### src/mssf_pkg.sv
// Package with the constants of the security tag framer.
package mssf_pkg;

    // ****************************************
    // Frame layout
    // ****************************************
    localparam logic [3:0] ADDR_LEN = 4'hC;
    localparam logic [15:0] SEC_ETYPE = 16'h88E5;
    localparam logic [3:0] TAG_LEN_BASE = 4'h8;
    localparam logic [4:0] TAG_LEN_SCI = 5'h10;
    localparam logic [4:0] ICV_LEN = 5'h10;
    localparam logic [15:0] MIN_MPDU = 16'h0011;

    // ****************************************
    // Byte positions inside a received frame
    // ****************************************
    localparam logic [15:0] POS_ETYPE_HI = 16'h000C;
    localparam logic [15:0] POS_ETYPE_LO = 16'h000D;
    localparam logic [15:0] POS_TCI = 16'h000E;
    localparam logic [15:0] POS_SL = 16'h000F;
    localparam logic [15:0] POS_PN_FIRST = 16'h0010;
    localparam logic [15:0] POS_PN_LAST = 16'h0013;
    localparam logic [15:0] POS_SCI_FIRST = 16'h0014;
    localparam logic [15:0] POS_SCI_LAST = 16'h001B;

    // ****************************************
    // Tag control byte and short length fields
    // ****************************************
    localparam int TCI_V = 7;
    localparam int TCI_ES = 6;
    localparam int TCI_SC = 5;
    localparam int TCI_SCB = 4;
    localparam int TCI_E = 3;
    localparam int TCI_C = 2;
    localparam logic [15:0] SL_LIMIT = 16'h0030;
    localparam logic [5:0] SL_ZERO = 6'h00;
    localparam logic [1:0] SL_RSVD = 2'h0;

    // ****************************************
    // Values after reset
    // ****************************************
    localparam logic [31:0] PN_RESET = 32'h00000001;
    localparam logic [31:0] PN_START = 32'h00000001;

    // ****************************************
    // Transmit states
    // ****************************************
    typedef enum logic [2:0] {
        TX_IDLE = 3'h0,
        TX_ADDR = 3'h1,
        TX_TAG = 3'h2,
        TX_DATA = 3'h3,
        TX_ICV = 3'h4
    } mssf_tx_state_e;

    // Picks byte idx, most significant first, of a 128-bit vector.
    function automatic logic [7:0] byte_of(input logic [127:0] vec,
                                           input logic [3:0] idx);
        logic [127:0] sh;
        sh = vec << {idx, 3'h0};
        return sh[127:120];
    endfunction

endpackage

### src/mssf_pn_counter.sv
// Transmit packet number counter of the security association.
`timescale 1ns/1ps
module mssf_pn_counter (
    // Clock and reset.
    input wire logic clk,
    input wire logic resetn,
    // Load from the key agreement entity.
    input wire logic load,
    input wire logic [31:0] load_value,
    // One pulse per secured frame.
    input wire logic inc,
    // Current packet number.
    output logic [31:0] pn
);

    logic [31:0] pn_r;
    logic [31:0] pn_nxt;

    assign pn_nxt = load ? load_value : (inc ? pn_r + 32'h00000001 : pn_r);
    assign pn = pn_r;

    always_ff @(posedge clk)
    begin
        if (!resetn)
            pn_r <= mssf_pkg::PN_RESET;
        else
            pn_r <= pn_nxt;
    end

endmodule // mssf_pn_counter

### src/mssf_iv_gen.sv
// Initial value builder for the crypto engines.
`timescale 1ns/1ps
module mssf_iv_gen (
    // Clock and reset.
    input wire logic clk,
    input wire logic resetn,
    // Capture strobe and sources.
    input wire logic capture,
    input wire logic [63:0] sci,
    input wire logic [31:0] pn,
    // Initial value, channel identifier then packet number.
    output logic [95:0] iv
);

    logic [95:0] iv_r;

    assign iv = iv_r;

    always_ff @(posedge clk)
    begin
        if (!resetn)
            iv_r <= 96'h0;
        else if (capture)
            iv_r <= {sci, pn};
    end

endmodule // mssf_iv_gen

### src/mssf_framer.sv
// Security tag framer: tag insertion on transmit, tag parsing on receive.
`timescale 1ns/1ps
module mssf_framer (
    // Clock and reset.
    input wire logic clk,
    input wire logic resetn,
    // Transmit frame in, one byte per cycle.
    input wire logic tx_in_valid,
    input wire logic [7:0] tx_in_data,
    input wire logic tx_in_sof,
    input wire logic tx_in_eof,
    output logic tx_in_ready,
    // Per frame transmit control, sampled with the first byte; tx_icv is sampled with the last byte.
    input wire logic tx_secure,
    input wire logic tx_encrypt,
    input wire logic tx_include_sci,
    input wire logic [1:0] tx_an,
    input wire logic [15:0] tx_user_len,
    input wire logic [127:0] tx_icv,
    // Channel configuration.
    input wire logic [47:0] src_mac,
    input wire logic [15:0] port_num,
    input wire logic pn_load,
    input wire logic [31:0] pn_load_value,
    // Transmit frame out.
    output logic tx_out_valid,
    output logic [7:0] tx_out_data,
    output logic tx_out_sof,
    output logic tx_out_eof,
    // Transmit status.
    output logic [31:0] tx_pn,
    output logic [95:0] tx_iv,
    // Receive frame in.
    input wire logic rx_in_valid,
    input wire logic [7:0] rx_in_data,
    input wire logic rx_in_sof,
    input wire logic rx_in_eof,
    // Receive frame out, unchanged, one cycle later.
    output logic rx_out_valid,
    output logic [7:0] rx_out_data,
    output logic rx_out_sof,
    output logic rx_out_eof,
    // Receive decode, valid with rx_status_valid.
    output logic rx_status_valid,
    output logic rx_secured,
    output logic rx_kay,
    output logic rx_drop,
    output logic rx_encrypted,
    output logic rx_changed,
    output logic [1:0] rx_an,
    output logic [5:0] rx_sl,
    output logic [31:0] rx_pn,
    output logic [63:0] rx_sci,
    output logic [95:0] rx_iv
);

    // ****************************************
    // Transmit control capture
    // ****************************************
    mssf_pkg::mssf_tx_state_e st_r;
    mssf_pkg::mssf_tx_state_e st_nxt;
    logic [3:0] cnt_r;
    logic [3:0] cnt_nxt;
    logic sec_r;
    logic enc_r;
    logic sci_en_r;
    logic [1:0] an_r;
    logic [5:0] sl_r;
    logic [127:0] icv_r;
    logic ov_r;
    logic ov_nxt;
    logic [7:0] od_r;
    logic [7:0] od_nxt;
    logic osof_r;
    logic osof_nxt;
    logic oeof_r;
    logic oeof_nxt;
    logic pn_inc;
    logic tx_acc;
    logic start;
    logic [7:0] tci;
    logic [127:0] tag_vec;
    logic [3:0] tag_last;
    logic [63:0] tx_sci;
    logic [5:0] sl_calc;

    assign tx_in_ready = (st_r == mssf_pkg::TX_IDLE)
        || (st_r == mssf_pkg::TX_ADDR) || (st_r == mssf_pkg::TX_DATA);
    assign tx_acc = tx_in_valid && tx_in_ready;
    assign start = tx_acc && tx_in_sof && (st_r == mssf_pkg::TX_IDLE);
    assign sl_calc = (tx_user_len < mssf_pkg::SL_LIMIT)
        ? tx_user_len[5:0] : mssf_pkg::SL_ZERO;
    assign tx_sci = {src_mac, port_num};
    // C follows E, so E clear with C set never leaves.
    assign tci = {1'b0, 1'b0, sci_en_r, 1'b0, enc_r, enc_r, an_r};
    assign tag_vec = {mssf_pkg::SEC_ETYPE, tci, mssf_pkg::SL_RSVD, sl_r,
        tx_pn, tx_sci};
    assign tag_last = sci_en_r ? 4'(mssf_pkg::TAG_LEN_SCI - 5'h01)
        : 4'(mssf_pkg::TAG_LEN_BASE - 4'h1);

    always_ff @(posedge clk)
    begin
        if (!resetn)
        begin
            sec_r <= 1'b0;
            enc_r <= 1'b0;
            sci_en_r <= 1'b0;
            an_r <= 2'h0;
            sl_r <= 6'h00;
        end
        else if (start)
        begin
            sec_r <= tx_secure;
            enc_r <= tx_encrypt;
            sci_en_r <= tx_include_sci;
            an_r <= tx_an;
            sl_r <= sl_calc;
        end
    end

    always_ff @(posedge clk)
    begin
        if (!resetn)
            icv_r <= 128'h0;
        else if (st_r == mssf_pkg::TX_DATA && tx_acc && tx_in_eof)
            icv_r <= tx_icv;
    end

    // ****************************************
    // Transmit sequencer
    // ****************************************
    always_comb
    begin
        st_nxt = st_r;
        cnt_nxt = cnt_r;
        ov_nxt = 1'b0;
        od_nxt = od_r;
        osof_nxt = 1'b0;
        oeof_nxt = 1'b0;
        pn_inc = 1'b0;
        unique case (st_r)
            mssf_pkg::TX_IDLE:
            begin
                if (start)
                begin
                    ov_nxt = 1'b1;
                    od_nxt = tx_in_data;
                    osof_nxt = 1'b1;
                    cnt_nxt = 4'h1;
                    st_nxt = mssf_pkg::TX_ADDR;
                end
            end
            mssf_pkg::TX_ADDR:
            begin
                if (tx_acc)
                begin
                    ov_nxt = 1'b1;
                    od_nxt = tx_in_data;
                    if (cnt_r == mssf_pkg::ADDR_LEN - 4'h1)
                    begin
                        cnt_nxt = 4'h0;
                        st_nxt = sec_r ? mssf_pkg::TX_TAG
                            : mssf_pkg::TX_DATA;
                    end
                    else
                        cnt_nxt = cnt_r + 4'h1;
                end
            end
            mssf_pkg::TX_TAG:
            begin
                ov_nxt = 1'b1;
                od_nxt = mssf_pkg::byte_of(tag_vec, cnt_r);
                if (cnt_r == tag_last)
                begin
                    cnt_nxt = 4'h0;
                    pn_inc = 1'b1;
                    st_nxt = mssf_pkg::TX_DATA;
                end
                else
                    cnt_nxt = cnt_r + 4'h1;
            end
            mssf_pkg::TX_DATA:
            begin
                if (tx_acc)
                begin
                    ov_nxt = 1'b1;
                    od_nxt = tx_in_data;
                    if (tx_in_eof)
                    begin
                        cnt_nxt = 4'h0;
                        oeof_nxt = !sec_r;
                        st_nxt = sec_r ? mssf_pkg::TX_ICV
                            : mssf_pkg::TX_IDLE;
                    end
                end
            end
            mssf_pkg::TX_ICV:
            begin
                ov_nxt = 1'b1;
                od_nxt = mssf_pkg::byte_of(icv_r, cnt_r);
                if (cnt_r == 4'(mssf_pkg::ICV_LEN - 5'h01))
                begin
                    oeof_nxt = 1'b1;
                    st_nxt = mssf_pkg::TX_IDLE;
                end
                else
                    cnt_nxt = cnt_r + 4'h1;
            end
            default:
                st_nxt = mssf_pkg::TX_IDLE;
        endcase
    end

    always_ff @(posedge clk)
    begin
        if (!resetn)
        begin
            st_r <= mssf_pkg::TX_IDLE;
            cnt_r <= 4'h0;
            ov_r <= 1'b0;
            od_r <= 8'h00;
            osof_r <= 1'b0;
            oeof_r <= 1'b0;
        end
        else
        begin
            st_r <= st_nxt;
            cnt_r <= cnt_nxt;
            ov_r <= ov_nxt;
            od_r <= od_nxt;
            osof_r <= osof_nxt;
            oeof_r <= oeof_nxt;
        end
    end

    assign tx_out_valid = ov_r;
    assign tx_out_data = od_r;
    assign tx_out_sof = osof_r;
    assign tx_out_eof = oeof_r;

    mssf_pn_counter u_pn (
        .clk(clk),
        .resetn(resetn),
        .load(pn_load),
        .load_value(pn_load_value),
        .inc(pn_inc),
        .pn(tx_pn)
    );

    mssf_iv_gen u_tx_iv (
        .clk(clk),
        .resetn(resetn),
        .capture(st_r == mssf_pkg::TX_TAG && cnt_r == 4'h0),
        .sci(tx_sci),
        .pn(tx_pn),
        .iv(tx_iv)
    );

    // ****************************************
    // Receive parser
    // ****************************************
    logic [15:0] pos_r;
    logic [15:0] idx;
    logic [7:0] et_hi_r;
    logic is_sec_r;
    logic [7:0] rtci_r;
    logic [7:0] rsl_r;
    logic [31:0] rpn_r;
    logic [63:0] rsci_r;
    logic rx_end;
    logic too_short;
    logic bad_ver;
    logic bad_sl;
    logic kay;
    logic [15:0] pos_inc;

    assign idx = rx_in_sof ? 16'h0000 : pos_r;
    assign pos_inc = (idx == 16'hFFFF) ? idx : idx + 16'h0001;
    assign rx_end = rx_in_valid && rx_in_eof;
    assign too_short = pos_inc < ({12'h000, mssf_pkg::ADDR_LEN}
        + mssf_pkg::MIN_MPDU);
    assign bad_ver = rtci_r[mssf_pkg::TCI_V];
    assign bad_sl = rsl_r[7:6] != mssf_pkg::SL_RSVD;
    assign kay = rtci_r[mssf_pkg::TCI_E] && !rtci_r[mssf_pkg::TCI_C];

    always_ff @(posedge clk)
    begin
        if (!resetn)
        begin
            pos_r <= 16'h0000;
            et_hi_r <= 8'h00;
            is_sec_r <= 1'b0;
            rtci_r <= 8'h00;
            rsl_r <= 8'h00;
            rpn_r <= 32'h0;
            rsci_r <= 64'h0;
        end
        else if (rx_in_valid)
        begin
            pos_r <= pos_inc;
            if (idx == 16'h0000)
                is_sec_r <= 1'b0;
            if (idx == mssf_pkg::POS_ETYPE_HI)
                et_hi_r <= rx_in_data;
            if (idx == mssf_pkg::POS_ETYPE_LO)
                is_sec_r <= {et_hi_r, rx_in_data}
                    == mssf_pkg::SEC_ETYPE;
            if (is_sec_r && idx == mssf_pkg::POS_TCI)
                rtci_r <= rx_in_data;
            if (is_sec_r && idx == mssf_pkg::POS_SL)
                rsl_r <= rx_in_data;
            if (is_sec_r && idx >= mssf_pkg::POS_PN_FIRST
                && idx <= mssf_pkg::POS_PN_LAST)
                rpn_r <= {rpn_r[23:0], rx_in_data};
            if (is_sec_r && rtci_r[mssf_pkg::TCI_SC]
                && idx >= mssf_pkg::POS_SCI_FIRST
                && idx <= mssf_pkg::POS_SCI_LAST)
                rsci_r <= {rsci_r[55:0], rx_in_data};
        end
    end

    // ****************************************
    // Receive outputs
    // ****************************************
    always_ff @(posedge clk)
    begin
        if (!resetn)
        begin
            rx_out_valid <= 1'b0;
            rx_out_data <= 8'h00;
            rx_out_sof <= 1'b0;
            rx_out_eof <= 1'b0;
            rx_status_valid <= 1'b0;
            rx_secured <= 1'b0;
            rx_kay <= 1'b0;
            rx_drop <= 1'b0;
            rx_encrypted <= 1'b0;
            rx_changed <= 1'b0;
            rx_an <= 2'h0;
            rx_sl <= 6'h00;
            rx_pn <= 32'h0;
            rx_sci <= 64'h0;
        end
        else
        begin
            rx_out_valid <= rx_in_valid;
            rx_out_data <= rx_in_data;
            rx_out_sof <= rx_in_valid && rx_in_sof;
            rx_out_eof <= rx_end;
            rx_status_valid <= rx_end;
            if (rx_end)
            begin
                rx_secured <= is_sec_r;
                rx_kay <= is_sec_r && kay;
                rx_drop <= is_sec_r && !kay
                    && (bad_ver || too_short || bad_sl);
                rx_encrypted <= is_sec_r && rtci_r[mssf_pkg::TCI_E];
                rx_changed <= is_sec_r && rtci_r[mssf_pkg::TCI_C];
                rx_an <= rtci_r[1:0];
                rx_sl <= rsl_r[5:0];
                rx_pn <= rpn_r;
                rx_sci <= rtci_r[mssf_pkg::TCI_SC] ? rsci_r : 64'h0;
            end
        end
    end

    mssf_iv_gen u_rx_iv (
        .clk(clk),
        .resetn(resetn),
        .capture(rx_end && is_sec_r && !kay),
        .sci(rtci_r[mssf_pkg::TCI_SC] ? rsci_r : 64'h0),
        .pn(rpn_r),
        .iv(rx_iv)
    );

endmodule // mssf_framer

### config.mk
export PLATFORM = sky130hd
export DESIGN_NAME = mssf_framer
export DESIGN_NICKNAME = d
export VERILOG_FILES = /design/src/mssf_pkg.sv /design/src/mssf_pn_counter.sv /design/src/mssf_iv_gen.sv /design/src/mssf_framer.sv
export SDC_FILE = /design/constraint.sdc
export NUM_CORES = 1
export LEC_CHECK = 0
export ABC_AREA = 1
export BUFFER_PORTS_ARGS = -buffer_cell sky130_fd_sc_hd__buf_4
export CAP_MARGIN = 25
export CORE_MARGIN = 2
export CORE_UTILIZATION = 45
export CTS_CLUSTER_SIZE = 40
export DETAILED_ROUTE_END_ITERATION = 8
export PLACE_DENSITY = 0.78
export SETUP_SLACK_MARGIN = 0.05
export SYNTH_ARGS = -nofsm -noshare
export SYNTH_HDL_FRONTEND = slang
export SYNTH_SLANG_ARGS = --single-unit
export TNS_END_PERCENT = 100
### constraint.sdc
create_clock -name clk -period 2.2 [get_ports clk]
set_input_delay 0.33 -clock clk [delete_from_list [all_inputs] [get_ports clk]]
set_output_delay 0.33 -clock clk [all_outputs]
set_load 0.01 [all_outputs]
==> results.md <==
- Detailed routing placed a total of about 45 mm of wire on met2.
- For this run, the number of Yosys warnings is 0.
- Setup violations remaining at the end of the flow were counted as 0.
- The filler cell count in the final layout is between 4,000 and 5,000.
- The clock power share is between 30% and 40%.
- The count of port buffers added during placement is between 600 and 700.
- The main combinational cell family by area after synthesis is compound AO/OA/AOI/OAI gates.
- Cells with a size suffix above 1 make up approximately 22% of the layout.
- The final number of hold-violating endpoints came to 0.
- The number of rows created at floorplan is 87.
- The total number of H-tree levels is 3.
- Internal power comes to ~22 mW.
- The clock net in this run drives a total of 636 sinks.
- Dividing the synthesized area by the synthesized cell count gives 7.454 µm².
- In this run the remaining antenna-violating nets after routing total 0.
- The TritonCTS buffer count is 68.
- The worst-path maximum fanout is 21.
- TritonCTS built the clock tree.
- The net count of the mapped netlist is approximately 3,700.
- The aggregate routed wire length is slightly below 100 mm.
- The combinational group share of total power is 21.0%.
- Once placement finished, the instance area stood at 31,860 µm².
- The count of pins over their slew limit is 0.
- The flip-flop cell with the highest count after synthesis is dfxtp_1.
- The number of antenna violations at the first check in global routing is 14.
- Power spread over the standard cell area amounts to just under 900 nW/µm².
- The type of element capturing the critical path is a register.
- Setup repair after global routing could not meet its margin everywhere.
- In this run the cell area of the synthesized design comes to about 26,000 µm².
- The worst path required time is between 2000 and 3000 ps.
- The maximum number of pins on one net before global-route repair is around 120.
- The count of different cell masters after synthesis is between 40 and 50.
- Multiplexer cells account for 0% of the synthesized area.
- The instance count of the mapped netlist is 3,451.
- In this run the deepest clock path goes through 3 buffers.
- For the pin with the worst max-slew slack, the measured transition is approximately 650 ps.
- Summing the areas of all fa, ha and maj instances in the mapped netlist gives less than 1% of the synthesized area.
- Net switching is approximately 30% of the power.
- The run finished with clean final reports.
- Signal routing reaches up to met5.
- The number of placed I/O pins is 627.
- The max capacitance violation total is 0.
- The net count of the finished layout is approximately 4,500.
- The routed via count divided by cell count is 5.527.
- From synthesis to final layout, the design area changed by 41.32%.
- The critical path start-end classification is reg2reg.
- Summing the areas of all and, or, nand and nor instances in the mapped netlist gives 14.37% of the synthesized area.
- The die boundary width is 243.1 µm.
- The number of vias after detailed routing is about 28,000.
- The area of the placeable core is ~56,000 µm².
- In the final routing, the length of wire on met1 measures just under 40 mm.
- The leakage power is approximately 16 nW.
- The clock root buffer is clkbuf_16.
- The design area is between 30,000 and 40,000 µm².
- The clock latency reported for the late side of the worst-skew pair is between 600 and 700 ps.
- After Yosys synthesis, XOR and XNOR cells account for 0.4767% of the synthesized area.
- The number of global-route vias before repair is around 27,000.
- The initial utilization of the core area, before any placement, comes to between 40% and 50%.
- In the final layout, the multi-input gates occupy 10,930 µm².
- The global-route wire length before repair is roughly 150 mm.
- The period utilization is a little over nine tenths.
- Between clock sinks in the finished design, the worst skew comes to between 20 and 30 ps.
- The post-CTS clock slew at the launch and capture registers of the worst setup and hold paths is approximately 60 ps.
- In the global route stage, overall resource usage came out at 31.49%.
- The top cell type's share of synthesized area is between 40% and 50%.
- The worst path in the final design needs a cycle of ~2100 ps, including I/O delays and setup.
- The weighted congestion reported at the end of routability-driven placement is 0.9522.
- The final worst slack is ~120 ps.
- By area the synthesized netlist is led by dfxtp_1, o21ai_0, a21oi_1.
- OpenSTA, run right after detailed placement, puts the worst setup slack at -37.16 ps.
- The share of the yosys chip area belonging to registers is just under 50%.
- The launching element type of the critical path is a register.
- The worst-case IR drop observed on VDD is 673.3 µV.
- The die outline height is 243.1 µm.
- In the synthesized netlist the async set-or-reset flop fraction comes to 0%.
- In this run the tightest slew margin relative to its limit is a little under three fifths.
- Timing would allow up to ~480 MHz.
- Data on the critical path arrives at its endpoint at about 2600 ps.
- Sequential cells account for about 41% of the total power.
- Leaving out fill and tap cells, the most frequent cell in the layout is buf_4.
- After legalization and detailed placement, the total HPWL measured 65.10 mm.
- The min-delay analysis places its worst path in the category in2reg.
- The biggest area contributor in the post-synthesis netlist is dfxtp_1.
- For this design the total switching power over the nets is ~9.4 mW.
- The mean routed wirelength per cell is a little under 20 µm.
- The length of the first detailed-routing pass in iterations is 6.
- The die covers 59,090 µm².
- The share of the synthesized area in compound gates (AO/OA/AOI/OAI) is between 20% and 30%.
- The final global-route overflow total is 0.
- After detailed routing, the met3 layer carries 7.769 mm of wire.
- The initial DRC count is around 3,000.
- Final hold analysis gives a worst-case slack of ~32 ps.
- The number of synthesized flops with an enable pin is 0.
- Summing all flip-flop and latch instances after layout gives approximately 13,000 µm².
- The synthesized design contains around 640 register bits.
- The top cell types in the final layout, fill and taps aside, are buf_4, o21ai_0, dfxtp_1.
- After detailed routing, the number of remaining DRC violations is 0.
[worst max-delay path, stage by stage (launching register included)]
cell and delay, ps:
dfxtp_1 330, inv_2 130, nand3_4 90, buf_12 160, clkinvlp_4 120, buf_12 180, nor2_1 70, o21ai_1 270
nand2_1 90, nand3_1 110, nand2_1 130, nand2_1 100, nand3_1 80, a21oi_1 140
[state kept, by name (all words and copies together) (netlist names), 4 cells and up]
signal       cells
et_hi_r          8
cnt_r            4
icv_r          128
pos_r           16
rsci_r          64
rx_sci          64
u_tx_iv.iv      96
rsl_r            8
rpn_r           32
rx_out_data      8
u_rx_iv.iv      96
u_pn.pn         32
rtci_r           6
rx_sl            6
sl_r             6
rx_pn           32
tx_out_data      8
[logic make-up after synthesis]
| family | Yosys count |
|---|---|
| compound gates | 1331 |
| simple gates | 899 |
| flops | 636 |
| buf+inv | 565 |
| xor+xnor | 14 |
| fa+ha+maj | 6 |
[Yosys cell counts (4+ instances only)]
library cell,instances
o21ai_0,670
dfxtp_1,636
a21oi_1,533
nor2_1,448
inv_1,293
nand2_1,272
clkbuf_1,218
nand3_1,117
o21ai_1,35
nand4_1,27
buf_2,21
a31oi_1,20
o211ai_1,16
nor3_1,15
buf_1,14
xor2_1,13
a211oi_1,9
o221ai_1,9
o22ai_1,9
a211oi_2,8
inv_2,8
nor4_1,8
clkinv_1,6
ha_1,6
nand3_2,5
a221oi_1,4
buf_4,4
[worst paths after layout]
path,start,to,slack [ps],cells after the start
setup reg to reg,st_r[1],tx_out_data[7],120,13
setup / recovery,st_r[1],tx_out_data[7],120,13
hold / removal,tx_icv[25],icv_r[25],30,3
hold reg to reg,et_hi_r[6],et_hi_r[6],450,2
[final cells by class]
| cell class | count | share of cell area (%) |
|---|---|---|
| well taps | 756 | 2.602 |
| clock buffers | 94 | 5.283 |
| repair buffers | 968 | 22.56 |
| diodes | 13 | 0.08949 |
| clock inverters | 29 | 1.139 |
| flip-flops and latches | 636 | 35.05 |
| multi-input cells | 2250 | 30.06 |
| inverters | 307 | 3.218 |
[per-layer routing]
layer | track usage, % | up-vias
met5 | 0 | -
met4 | 17.65 | 2
met3 | 5.916 | 378
met2 | 51.17 | 1484
met1 | 39.33 | 12870
li1 | - | 13200
[power by group through the flow]
stage	sequential [mW]	combinational (mW)	clock (mW)
detailed placement	13.2	6.02	0
CTS	13.0	6.35	12.1
global placement	13.2	5.96	0
floorplan	13.5	2.75	0
finish	13.1	6.66	12.0
global route	13.1	7.19	12.6
[metrics by stage]
stage	util, %	std cells	power (mW)	TNS (ps)
detailed placement	56.39	4718	19.25	-39.11
CTS	63.86	5029	31.44	0
finish	64.35	5053	31.71	0
global placement	56.39	4718	19.18	0
global route	64.34	5052	32.91	0
floorplan	-	3451	16.23	0
[repair_timing]
action                                  CTS  global route
gates resized for setup                   2            27
pin swaps                                 0             4
buffers inserted                          0             7
hold buffers                            188             0
endpoints found under the setup margin    1            44
gates cloned                              0             4
endpoints found under the hold margin   188             0
(Power assumes the default switching activity.)
